`src/logic/dfr_pkg.sv`:
```
package dfr_pkg;

  // ----------------------------------------------------------------
  // Register map and sizes
  // ----------------------------------------------------------------
  localparam int NSRC = 11;
  localparam logic [7:0] ADDR_CTRL = 8'h00;
  localparam logic [7:0] ADDR_ACC_LIMIT = 8'h04;
  localparam logic [7:0] ADDR_ACC_WINDOW = 8'h08;
  localparam logic [7:0] ADDR_RESP_LO = 8'h0C;
  localparam logic [7:0] ADDR_RESP_HI = 8'h10;
  localparam logic [7:0] ADDR_STATUS = 8'h14;
  localparam logic [7:0] ADDR_ACTIVE = 8'h18;
  localparam logic [15:0] CTRL_RESET = 16'h0030;
  localparam logic [15:0] ACC_LIMIT_RESET = 16'hFFFF;
  localparam logic [15:0] ACC_WINDOW_RESET = 16'h000A;
  localparam logic [43:0] RESP_RESET = 44'h0;

  // Source indices
  localparam int SRC_EXT = 0;
  localparam int SRC_WDOG = 1;
  localparam int SRC_LIMIT = 2;
  localparam int SRC_SET = 3;
  localparam int SRC_SPEED = 4;
  localparam int SRC_ACCEL = 5;
  localparam int SRC_OVERLOAD = 6;
  localparam int SRC_MOTOR_TEMP = 9;
  localparam int SRC_MOTOR_PROT = 10;

  // ----------------------------------------------------------------
  // State codes and thresholds
  // ----------------------------------------------------------------
  localparam logic [7:0] CODE_NONE = 8'h00;
  localparam logic [7:0] CODE_PHASE_FAIL = 8'h03;
  localparam logic [7:0] CODE_POWER_UNIT = 8'h0C;
  localparam logic [7:0] CODE_OUT_PHASE = 8'h0D;
  localparam logic [7:0] CODE_INT_OVERTEMP = 8'h08;
  localparam logic [7:0] ERR_CODE [NSRC] = '{8'h1F, 8'h12, 8'h1A, 8'h27, 8'h19, 8'h18,
                                            8'h10, 8'h08, 8'h08, 8'h09, 8'h1E};
  localparam logic [7:0] ABN_CODE [NSRC] = '{8'h64, 8'h5D, 8'h65, 8'h66, 8'h67, 8'h6A,
                                            8'h61, 8'h62, 8'h63, 8'h60, 8'h68};
  localparam logic [15:0] FREQ_MIN = 16'h0028; // 4 Hz in 0.1 Hz units
  localparam logic [7:0] LOAD_MIN = 8'h07;
  localparam logic [7:0] INT_TEMP_TRIP = 8'h64;
  localparam int CLK_HZ = 40000000;
  localparam int OUT_PHASE_TRIP_MS = 250;
  localparam logic [9:0] OUT_PHASE_TRIP_TICKS = 10'(OUT_PHASE_TRIP_MS);
  localparam int TICK_CYCLES_DEF = CLK_HZ / 1000;

  // ----------------------------------------------------------------
  // Response decoding
  // ----------------------------------------------------------------
  function automatic logic resp_off_now(input logic [3:0] c);
    return (c == 4'h0) || (c == 4'h3);
  endfunction

  function automatic logic resp_stop(input logic [3:0] c);
    return (c == 4'h1) || (c == 4'h2) || (c == 4'h4) || (c == 4'h5);
  endfunction

  function automatic logic resp_retry(input logic [3:0] c);
    return (c == 4'h3) || (c == 4'h4) || (c == 4'h5);
  endfunction

  // Drive outputs
  typedef struct packed {
    logic modulation_on;
    logic quick_stop;
    logic hold_torque;
    logic error_active;
    logic digital_warning;
    logic [7:0] state_code;
  } dfr_drive_t;

endpackage

```
`src/logic/dfr_manager.sv`:
```
`timescale 1ns/100ps
`default_nettype none
// Function
// - Power hardware monitor fault gives error 12
// - Input phase loss via DC ripple: 3
// - No auto restart after input phase failure
// - Phase check enable: 0 off, 1 on
// - Check needs enable, type<=2, f>4Hz, load>7%
// - Trip output phase fault after 250 ms
// - Acceleration from speed change over window
// - Excess acceleration gives code 24 or 106
// - Eleven sources have selectable non-forcing responses
// - Overload/heat errors switch modulation off if their source is enabled
// - Motor protection and temperature individually disableable
// - Code 0: error, off now, reset
// - Code 1: stop ramp, off, reset
// - Code 2: stop ramp, hold torque, reset
// - Code 3: off now, auto restart
// - Code 4: stop, off, auto restart
// - Code 5: stop, hold torque, auto restart
// - Code 6: digital output warning only
// - Limit switch and set responses switchable off
// - Code 6 ignores limit switch, set faults
// - Internal overtemperature error at 100 C always
module dfr_manager #(
  parameter int TICK_CYCLES = dfr_pkg::TICK_CYCLES_DEF
) (
  input wire logic clock,
  input wire logic rst,
  input wire logic [7:0] reg_addr,
  input wire logic [31:0] reg_wdata,
  input wire logic reg_write,
  input wire logic reg_read,
  output logic [31:0] reg_rdata,
  input wire logic power_hw_fault,
  input wire logic dc_ripple_high,
  input wire logic output_phase_open,
  input wire logic [15:0] output_frequency_value,
  input wire logic [7:0] load_utilization_value,
  input wire logic signed [15:0] actual_speed_value,
  input wire logic [7:0] internal_temp_c,
  input wire logic zero_speed,
  input wire logic [10:0] fault_in,
  input wire logic [4:0] hard_error_in,
  input wire logic fault_reset,
  output dfr_pkg::dfr_drive_t drive
);

  // ----------------------------------------------------------------
  // State
  // ----------------------------------------------------------------
  typedef struct packed {
    logic [15:0] ctrl;
    logic [15:0] acc_limit;
    logic [15:0] acc_window;
    logic [43:0] resp;
    logic [10:0] latched;
    logic [10:0] warn;
    logic hw_err;
    logic phase_err;
    logic outp_err;
    logic [4:0] prew_err;
    logic ohi_err;
    logic [15:0] tick_cnt;
    logic [15:0] win_cnt;
    logic signed [15:0] speed_start;
    logic accel_exceed;
    logic [9:0] outp_cnt;
    logic [31:0] rdata;
    dfr_pkg::dfr_drive_t drive;
  } dfr_state_t;

  dfr_state_t st;
  dfr_state_t next_st;

  logic [3:0] code;
  logic tick;
  logic outp_cond;
  logic [10:0] src_fault;
  logic [10:0] src_enable;
  logic hard_any;
  logic off_now;
  logic stop_off;
  logic stop_hold;
  logic [16:0] speed_diff;
  logic [16:0] speed_abs;
  logic [39:0] acc_lhs;
  logic [39:0] acc_rhs;
  logic [15:0] win_len;
  logic [7:0] status_code;

  // ----------------------------------------------------------------
  // Next state
  // ----------------------------------------------------------------
  always_comb begin
    next_st = st;
    code = 4'h0;
    tick = (st.tick_cnt == 16'(TICK_CYCLES - 1));
    outp_cond = 1'b0;
    src_fault = 11'h0;
    src_enable = 11'h0;
    hard_any = 1'b0;
    off_now = 1'b0;
    stop_off = 1'b0;
    stop_hold = 1'b0;
    status_code = dfr_pkg::CODE_NONE;
    win_len = (st.acc_window == 16'h0) ? 16'h0001 : st.acc_window;
    speed_diff = 17'(actual_speed_value) - 17'(st.speed_start);
    speed_abs = speed_diff[16] ? 17'(-speed_diff) : speed_diff;

    // Register writes
    if (reg_write) begin
      case (reg_addr)
        dfr_pkg::ADDR_CTRL: next_st.ctrl = reg_wdata[15:0];
        dfr_pkg::ADDR_ACC_LIMIT: next_st.acc_limit = reg_wdata[15:0];
        dfr_pkg::ADDR_ACC_WINDOW: next_st.acc_window = reg_wdata[15:0];
        dfr_pkg::ADDR_RESP_LO: next_st.resp[31:0] = reg_wdata;
        dfr_pkg::ADDR_RESP_HI: next_st.resp[43:32] = reg_wdata[11:0];
        default: next_st.ctrl = st.ctrl;
      endcase
    end

    // Millisecond time base
    next_st.tick_cnt = tick ? 16'h0 : st.tick_cnt + 16'h1;

    // Acceleration over the averaging window in 1/s^2
    acc_lhs = 40'(speed_abs) * 40'd1000;
    acc_rhs = 40'(st.acc_limit) * 40'd60 * 40'(win_len);
    if (tick) begin
      if (st.win_cnt + 16'h1 >= win_len) begin
        next_st.win_cnt = 16'h0;
        next_st.speed_start = actual_speed_value;
        next_st.accel_exceed = (acc_lhs > acc_rhs);
      end else begin
        next_st.win_cnt = st.win_cnt + 16'h1;
      end
    end

    // Output phase loss supervision
    outp_cond = st.ctrl[0]
      && (st.ctrl[10:8] <= 3'h2) && (output_frequency_value > dfr_pkg::FREQ_MIN)
      && (load_utilization_value > dfr_pkg::LOAD_MIN);
    if (!(outp_cond && output_phase_open)) begin
      next_st.outp_cnt = 10'h0;
    end else if (tick && (st.outp_cnt != dfr_pkg::OUT_PHASE_TRIP_TICKS)) begin
      next_st.outp_cnt = st.outp_cnt + 10'h1;
    end

    // Fault sources, acceleration taken from own monitor
    src_fault = fault_in;
    src_fault[dfr_pkg::SRC_ACCEL] = st.accel_exceed;
    src_enable = 11'h7FF;
    src_enable[dfr_pkg::SRC_MOTOR_TEMP] = st.ctrl[4];
    src_enable[dfr_pkg::SRC_MOTOR_PROT] = st.ctrl[5];

    // Hard errors clear on reset once cause is gone; set wins
    if (fault_reset) begin
      if (!power_hw_fault) next_st.hw_err = 1'b0;
      if (!dc_ripple_high) next_st.phase_err = 1'b0;
      if (!(outp_cond && output_phase_open)) next_st.outp_err = 1'b0;
      if (internal_temp_c < dfr_pkg::INT_TEMP_TRIP) next_st.ohi_err = 1'b0;
    end
    if (power_hw_fault) next_st.hw_err = 1'b1;
    if (dc_ripple_high) next_st.phase_err = 1'b1;
    if (st.outp_cnt == dfr_pkg::OUT_PHASE_TRIP_TICKS) next_st.outp_err = 1'b1;
    if (internal_temp_c >= dfr_pkg::INT_TEMP_TRIP) next_st.ohi_err = 1'b1;

    // Enabled pre-warning sources end in an error that forces modulation off
    for (int j = 0; j < 5; j++) begin
      if (fault_reset && !hard_error_in[j]) next_st.prew_err[j] = 1'b0;
      if (hard_error_in[j] && src_enable[dfr_pkg::SRC_OVERLOAD + j]) begin
        next_st.prew_err[j] = 1'b1;
      end
    end

    // Per-source response latch
    for (int i = 0; i < dfr_pkg::NSRC; i++) begin
      code = st.resp[4*i +: 4];
      next_st.warn[i] = 1'b0;
      if (st.latched[i] && !src_fault[i]) begin
        if (dfr_pkg::resp_retry(code) || fault_reset) begin
          next_st.latched[i] = 1'b0;
        end
      end
      if (src_fault[i] && src_enable[i]) begin
        if (code <= 4'h5) begin
          next_st.latched[i] = 1'b1;
        end else if (code == 4'h6 && i != dfr_pkg::SRC_LIMIT && i != dfr_pkg::SRC_SET) begin
          next_st.warn[i] = 1'b1;
        end
      end
      // Codes above 6, and 6 on limit and set, ignore the fault
    end

    // Combine latched responses into drive commands
    hard_any = st.hw_err || st.phase_err || st.outp_err || st.ohi_err || (st.prew_err != 5'h0);
    for (int i = dfr_pkg::NSRC - 1; i >= 0; i--) begin
      code = st.resp[4*i +: 4];
      if (st.latched[i]) begin
        if (dfr_pkg::resp_off_now(code)) begin
          off_now = 1'b1;
          status_code = dfr_pkg::ERR_CODE[i];
        end else if (dfr_pkg::resp_stop(code)) begin
          status_code = dfr_pkg::ABN_CODE[i];
          if (code == 4'h2 || code == 4'h5) begin
            stop_hold = 1'b1;
          end else begin
            stop_off = 1'b1;
          end
        end
      end
    end
    for (int j = 4; j >= 0; j--) begin
      if (st.prew_err[j]) status_code = dfr_pkg::ERR_CODE[dfr_pkg::SRC_OVERLOAD + j];
    end
    if (st.ohi_err) status_code = dfr_pkg::CODE_INT_OVERTEMP;
    if (st.outp_err) status_code = dfr_pkg::CODE_OUT_PHASE;
    if (st.phase_err) status_code = dfr_pkg::CODE_PHASE_FAIL;
    if (st.hw_err) status_code = dfr_pkg::CODE_POWER_UNIT;

    // Drive outputs
    next_st.drive.error_active = hard_any || off_now;
    next_st.drive.quick_stop = !(hard_any || off_now) && (stop_off || stop_hold);
    next_st.drive.hold_torque = !(hard_any || off_now) && !stop_off && stop_hold && zero_speed;
    next_st.drive.modulation_on = !(hard_any || off_now) && !(stop_off && zero_speed);
    next_st.drive.digital_warning = (st.warn != 11'h0);
    next_st.drive.state_code = status_code;

    // Register reads, data valid one cycle later
    next_st.rdata = 32'h0;
    if (reg_read) begin
      case (reg_addr)
        dfr_pkg::ADDR_CTRL: next_st.rdata = {16'h0, st.ctrl};
        dfr_pkg::ADDR_ACC_LIMIT: next_st.rdata = {16'h0, st.acc_limit};
        dfr_pkg::ADDR_ACC_WINDOW: next_st.rdata = {16'h0, st.acc_window};
        dfr_pkg::ADDR_RESP_LO: next_st.rdata = st.resp[31:0];
        dfr_pkg::ADDR_RESP_HI: next_st.rdata = {20'h0, st.resp[43:32]};
        dfr_pkg::ADDR_STATUS: next_st.rdata = {10'h0, st.accel_exceed, st.ohi_err, st.prew_err,
                                               st.outp_err, st.phase_err, st.hw_err,
                                               st.drive.modulation_on, st.drive.quick_stop,
                                               st.drive.hold_torque, st.drive.error_active,
                                               st.drive.state_code};
        dfr_pkg::ADDR_ACTIVE: next_st.rdata = {5'h0, st.warn, st.latched};
        default: next_st.rdata = 32'h0;
      endcase
    end
  end

  // ----------------------------------------------------------------
  // State register
  // ----------------------------------------------------------------
  always_ff @(posedge clock) begin
    if (rst) begin
      st <= '0;
      st.ctrl <= dfr_pkg::CTRL_RESET;
      st.acc_limit <= dfr_pkg::ACC_LIMIT_RESET;
      st.acc_window <= dfr_pkg::ACC_WINDOW_RESET;
      st.resp <= dfr_pkg::RESP_RESET;
    end else begin
      st <= next_st;
    end
  end

  // Outputs straight from the state register
  assign reg_rdata = st.rdata;
  assign drive = st.drive;

endmodule
`default_nettype wire

```
`config.mk`:
```
export PLATFORM = sky130hd
export DESIGN_NAME = dfr_manager
export DESIGN_NICKNAME = d
export VERILOG_FILES = /design/src/logic/dfr_pkg.sv /design/src/logic/dfr_manager.sv
export SDC_FILE = /design/constraint.sdc
export NUM_CORES = 2
export LEC_CHECK = 0
export BUFFER_PORTS_ARGS = -buffer_cell sky130_fd_sc_hd__buf_2
export CAP_MARGIN = 0
export CORE_MARGIN = 3
export CORE_UTILIZATION = 50
export CTS_CLUSTER_DIAMETER = 40
export DETAILED_ROUTE_END_ITERATION = 7
export GPL_TIMING_DRIVEN = 0
export PLACE_DENSITY = 0.67
export RECOVER_POWER = 50
export SLEW_MARGIN = 15
export SYNTH_ARGS = -nofsm -noshare
export SYNTH_HDL_FRONTEND = slang
export SYNTH_SLANG_ARGS = --single-unit
```
`constraint.sdc`:
```
create_clock -name clock -period 21.1 [get_ports clock]
set_clock_uncertainty 0.1 [all_clocks]
set_input_delay 4.22 -clock clock [delete_from_list [all_inputs] [get_ports clock]]
set_output_delay 4.22 -clock clock [all_outputs]
set_load 0.01 [all_outputs]
```
# == Word-level counts from Yosys, hierarchy flattened ==
# Cells that the tools add are included.
# totals
register_bits,227
in_bits,113
out_inout_bits,45
wordCells,572
# op_classes
magnitude_cmp,18
addsub,5
mul,3
n_reduce_logical,192
bitwise,11
eq_ne,74
mux,229
# op_table
operator,count
$mux W8,30
$pmux W32 S7,1
$mux W1,182
$eq A4 B3 Y1 const B,31
$logic_or A1 B1 Y1,94
$eq A4 B2 Y1 const B,22
$eq A4 B1 Y1 const B,11
$le A4 B3 Y1 const B,11
$logic_not A4 Y1,11
$gt A27 B38 Y1,1
$mul A20 B16 Y36,1
$add A16 B1 Y16 const B,2
$mux W16,2
$logic_and A1 B1 Y1,31
$reduce_or A3 Y1,9
$mux W5,5
$eq A8 B5 Y1 const B,3
$mul A17 B7 Y24 const B,1
$mux W7,3
$mul A16 B4 Y20 const B,1
$reduce_bool A2 Y1,10
$logic_not A1 Y1,19
$mux W17,1
$neg A17 Y17,1
25 further kinds,49

# == Logic depth before layout (Yosys ltp) ==
# logic_depth
ltp_word,51
mapped_depth,46
mapped_depth_nobuf,45

# == Least setup slack after synthesis ==
# Ideal clock, no wire load.
# synth_path
kind,input -> register
start,in actual_speed_value[0]
end,reg st (netlist bit src_fault[5])
stages,40
required_ns,20.926
path_slack_ns,8.931
arrival_time_ns,11.994
cell_sequence,inv_1 ha_1 inv_1 fa_1 a211oi_2 o21ai_0 a21oi_1 nor2_1 o211ai_1 a21oi_1 nor3_1 mux2i_1 clkbuf_1 nor2_1 xnor2_1 fa_1 inv_1 fa_1 (+4 left out) a21oi_1 o21bai_1 a31o_2 a41oi_1 a21oi_1 a21o_1 a21oi_1 xnor2_1 ha_1 nand3_1 or3_1 nor3_1 o31ai_1 nand3_1 nand4_1 a2111oi_0 nand4_1 o21ai_0
# synth_between
elab_chain_cells,5
# synth_rtl
element,line,source
start: declaration,dfr_manager.sv:40,"input wire logic signed [15:0] actual_speed_value,"
$sub A16 B16 Y17 *,dfr_manager.sv:108,speed_diff = 17'(actual_speed_value) - 17'(st.speed_start);
$neg A17 Y17,dfr_manager.sv:109,speed_abs = speed_diff[16] ? 17'(-speed_diff) : speed_diff;
$mux W17 *,dfr_manager.sv:109,
$mul A17 B7 Y24 *,dfr_manager.sv:127,acc_lhs = 40'(speed_abs) * 40'd1000;
$gt A27 B38 Y1 *,dfr_manager.sv:133,next_st.accel_exceed = (acc_lhs > acc_rhs);
end signal: assignment,dfr_manager.sv:260,st <= next_st;
end: declaration,dfr_manager.sv:73,dfr_state_t st;
# Mark *: on every way between the ends. The rest lies on a longest branch, timed or not.
# A chain may end at the register's enable or synchronous reset.

# == Worst setup path after layout ==
# Same ends and word-level chain as after synthesis.

==> results.md <==
* Vias at 24.0k
* Setup TNS at 0 ps
* Gpl congestion at roughly 0.99
* Multi-input gate area at 0.0207 mm²
* Slew margin rel. at 0.169
* Final setup viols at 0
* Most numerous cell in the Yosys netlist: nand2_1
* Total congestion overflow at 0
* Placed inst area at 0.0294 mm²
* FF-to-FF path depth at 43
* TritonCTS Buffers at 38
* I/O Buffers at between 100 and 150
* Reg clk slew, reported paths at 50 ps
* Largest net degree at the start of global routing at 13
* First DRT Iteration DRCs at approximately 2.2k
* Core area at 0.0543 mm²
* Mean Syn Cell Area at roughly 8.3 µm²
* Post-Syn Nets at 4064
* Tmin final at 13850 ps
* Crit Reg-Reg Endpoint: src_fault[5]
* Postcts setup bufs at 0
* Synth area leaders: fa_1, dfxtp_1, ha_1, nand2_1, inv_1
* Total power density per cell area at just under 100 mW/mm²
* Drt pass-1 iters at 8
* Leakage at 14.2 nW
* Register Area at approximately 0.0045 mm²
* Worst Tran Pin Value at ~1200 ps
* Avg WL per Cell at between 15 and 20 µm
* Synth cell count leaders: nand2_1, inv_1, fa_1
* Req. time, crit path at 21400 ps
* Status: finished with violations
* Hold EP: st[88]
* Worst IR Drop VDD at 0.216 mV
* Worst-path fanout max at 10
* Post-synth ARST share at 0
* R2R Setup Slk at between 8000 and 9000 ps
* CP endpoint kind: flop
* Setup CP Type: input port to flop
* Tot GR Track Use at 0.272
* Max Fclk at 72.2 MHz
* Routed WL at 80.9 mm
* Design area at 0.0308 mm²
* Clock tree buffer depth at 3
* Crit start category: input port
* Area leader, netlist: fa_1
* Synth unique cells at 78
* Sequential fraction of the synthesis area at 0.161
* Hold buffers post-CTS at 0
* EDFF count, synth at 0
* Synthesized area at 0.0278 mm²
* Max Cap Viol at 0
* Detailed placer's ending HPWL at around 66 mm
* Hold Crit Start: st[88]
* R2r startpoint: st[197]
* Die Area at 0.0584 mm²
* Failing checks: design-rule violations
* Yosys warns at 0
* CTS tree: built
* Min Hold Slack at 350 ps
* Crit share post-route at 0.656
* Die width at 242 µm
* CP max stage delay at 540 ps
* Worst min path class: flop to flop
* Place WS at 6710 ps
* Row cnt at 85
* CTS root buffer: clkbuf_16
* Fill cells at 5199
* Most used flip-flop cell after synthesis: dfxtp_1
* Final worst slack at 7250 ps
* RSZ-0062 raised after global routing: no
* CP max stage cell: mux2i_1
* DRT antenna net count at 0
* Synthesized flop and latch total at 224
* Initial core utilization at 0.511
* Share of cells above drive strength 1 at 0.0690
* Post_cts resized at 0
* Initial antenna violation count at 2
* Top-area cell type share of the netlist area at 0.244
* Critical Path AT at 14150 ps
* CTS H-tree lvls at 2
* Clock Latency Late Sink at 570 ps
* Cell count after synthesis at 3366
* Vias in the first global route at between 20k and 25k
* Worst Hold Depth at 1
* Endpoints failing hold at 0
* Pins Over Slew Limit at 0
* Syn-to-layout area delta at 10.7%
* Die extent in y at 242 µm
* Nets@finish at 4251
* Clock tree sinks at about 220
* DR vias/cell at 5.55
* I/O pins at 158
* First-pass GRT wire length at approximately 130 mm
* Drc violations at 9
* Layout Utilization at 0.566
==> cell type report <==
cell class / instances / area share
inverter: 449 / 0.0548
timing repair buffer: 147 / 0.0223
tap: 739 / 0.0301
sequential: 224 / 0.146
buffer: 207 / 0.0310
clock buffer: 44 / 0.0326
antenna: 2 / 0.000163
multi-input combinational: 2486 / 0.672
clock inverter: 25 / 0.0118
==> cells by family after synthesis <==
| family | after synthesis | synth area share |
|---|---|---|
| AO/OA/AOI/OAI | 535 | 0.117 |
| XOR/XNOR | 153 | 0.0482 |
| adder cells (fa/ha/maj) | 585 | 0.355 |
| buffers and inverters | 656 | 0.0950 |
| flip-flops | 224 | 0.161 |
| multiplexers | 60 | 0.0218 |
| other | 1 | 0.000135 |
| AND/OR/NAND/NOR | 1152 | 0.202 |
==> cells in the final DEF (no fill, tap or decap), types with 26 or more instances in the layout <==
cell	Yosys	routed
a21oi_1	225	225
nand3b_1	42	42
a21o_1	36	36
fa_1	339	339
and3_1	26	26
o21ai_0	103	103
nand3_1	42	42
nor2_1	188	188
nand2_1	459	459
buf_2	1	109
nand2b_1	78	78
xor2_1	75	75
clkbuf_16	0	38
dfxtp_1	224	224
mux2i_1	55	55
and2_1	137	137
nor3_1	53	53
buf_4	45	39
inv_1	448	448
ha_1	246	246
clkbuf_1	156	200
xnor2_1	78	78
==> worst max-delay path by stage <==
| stage | depth (start not counted) | from | slack (ps) | to |
|---|---|---|---|---|
| 2_1_floorplan | 40 | actual_speed_value[0] | 8930 | src_fault[5] |
| 3_3_place_gp | 41 | actual_speed_value[0] | 6730 | src_fault[5] |
| 3_5_place_dp | 41 | actual_speed_value[0] | 6710 | src_fault[5] |
| 4_1_cts | 41 | actual_speed_value[0] | 7260 | src_fault[5] |
| 5_1_grt | 41 | actual_speed_value[0] | 6410 | src_fault[5] |
| 6_report | 41 | actual_speed_value[0] | 7250 | src_fault[5] |
==> worst max-delay path: cells and delay by family <==
| kind | cells | cell delay, ps |
|---|---|---|
| xor+xnor | 2 | 620 |
| compound gates | 15 | 3240 |
| fa+ha+maj | 8 | 3070 |
| buf+inv | 6 | 770 |
| simple gates | 9 | 1690 |
| mux | 1 | 540 |
==> metrics by stage <==
| stage | std cells | total power, mW |
|---|---|---|
| after floorplan | 3366 | 1.97 |
| after detailed placement | 4252 | 2.35 |
| after global routing | 4321 | 3.38 |
| after global placement | 4252 | 2.33 |
| after CTS | 4321 | 3.03 |
| final | 4323 | 3.01 |
==> registers in the layout, summed over array words and instances, names as in the netlist <==
signal	flops
code	4
drive	12
reg_rdata	32
src_enable	2
src_fault	1
st	173
==> layer usage <==
layer / track usage / up-vias / routed length (µm)
li1: - / 11300 / -
met1: 0.392 / 11700 / 35700
met2: 0.417 / 949 / 35200
met3: 0.0625 / 121 / 8170
met4: 0.0610 / 0 / 1780
met5: 0 / - / 0
==> report_power, final <==
group | switching (mW) | internal [mW] | total (mW)
combinational | 1.06 | 0.859 | 1.92
sequential | 0.00613 | 0.427 | 0.434
clock | 0.239 | 0.423 | 0.662
Power figures use the tool's default switching activity.
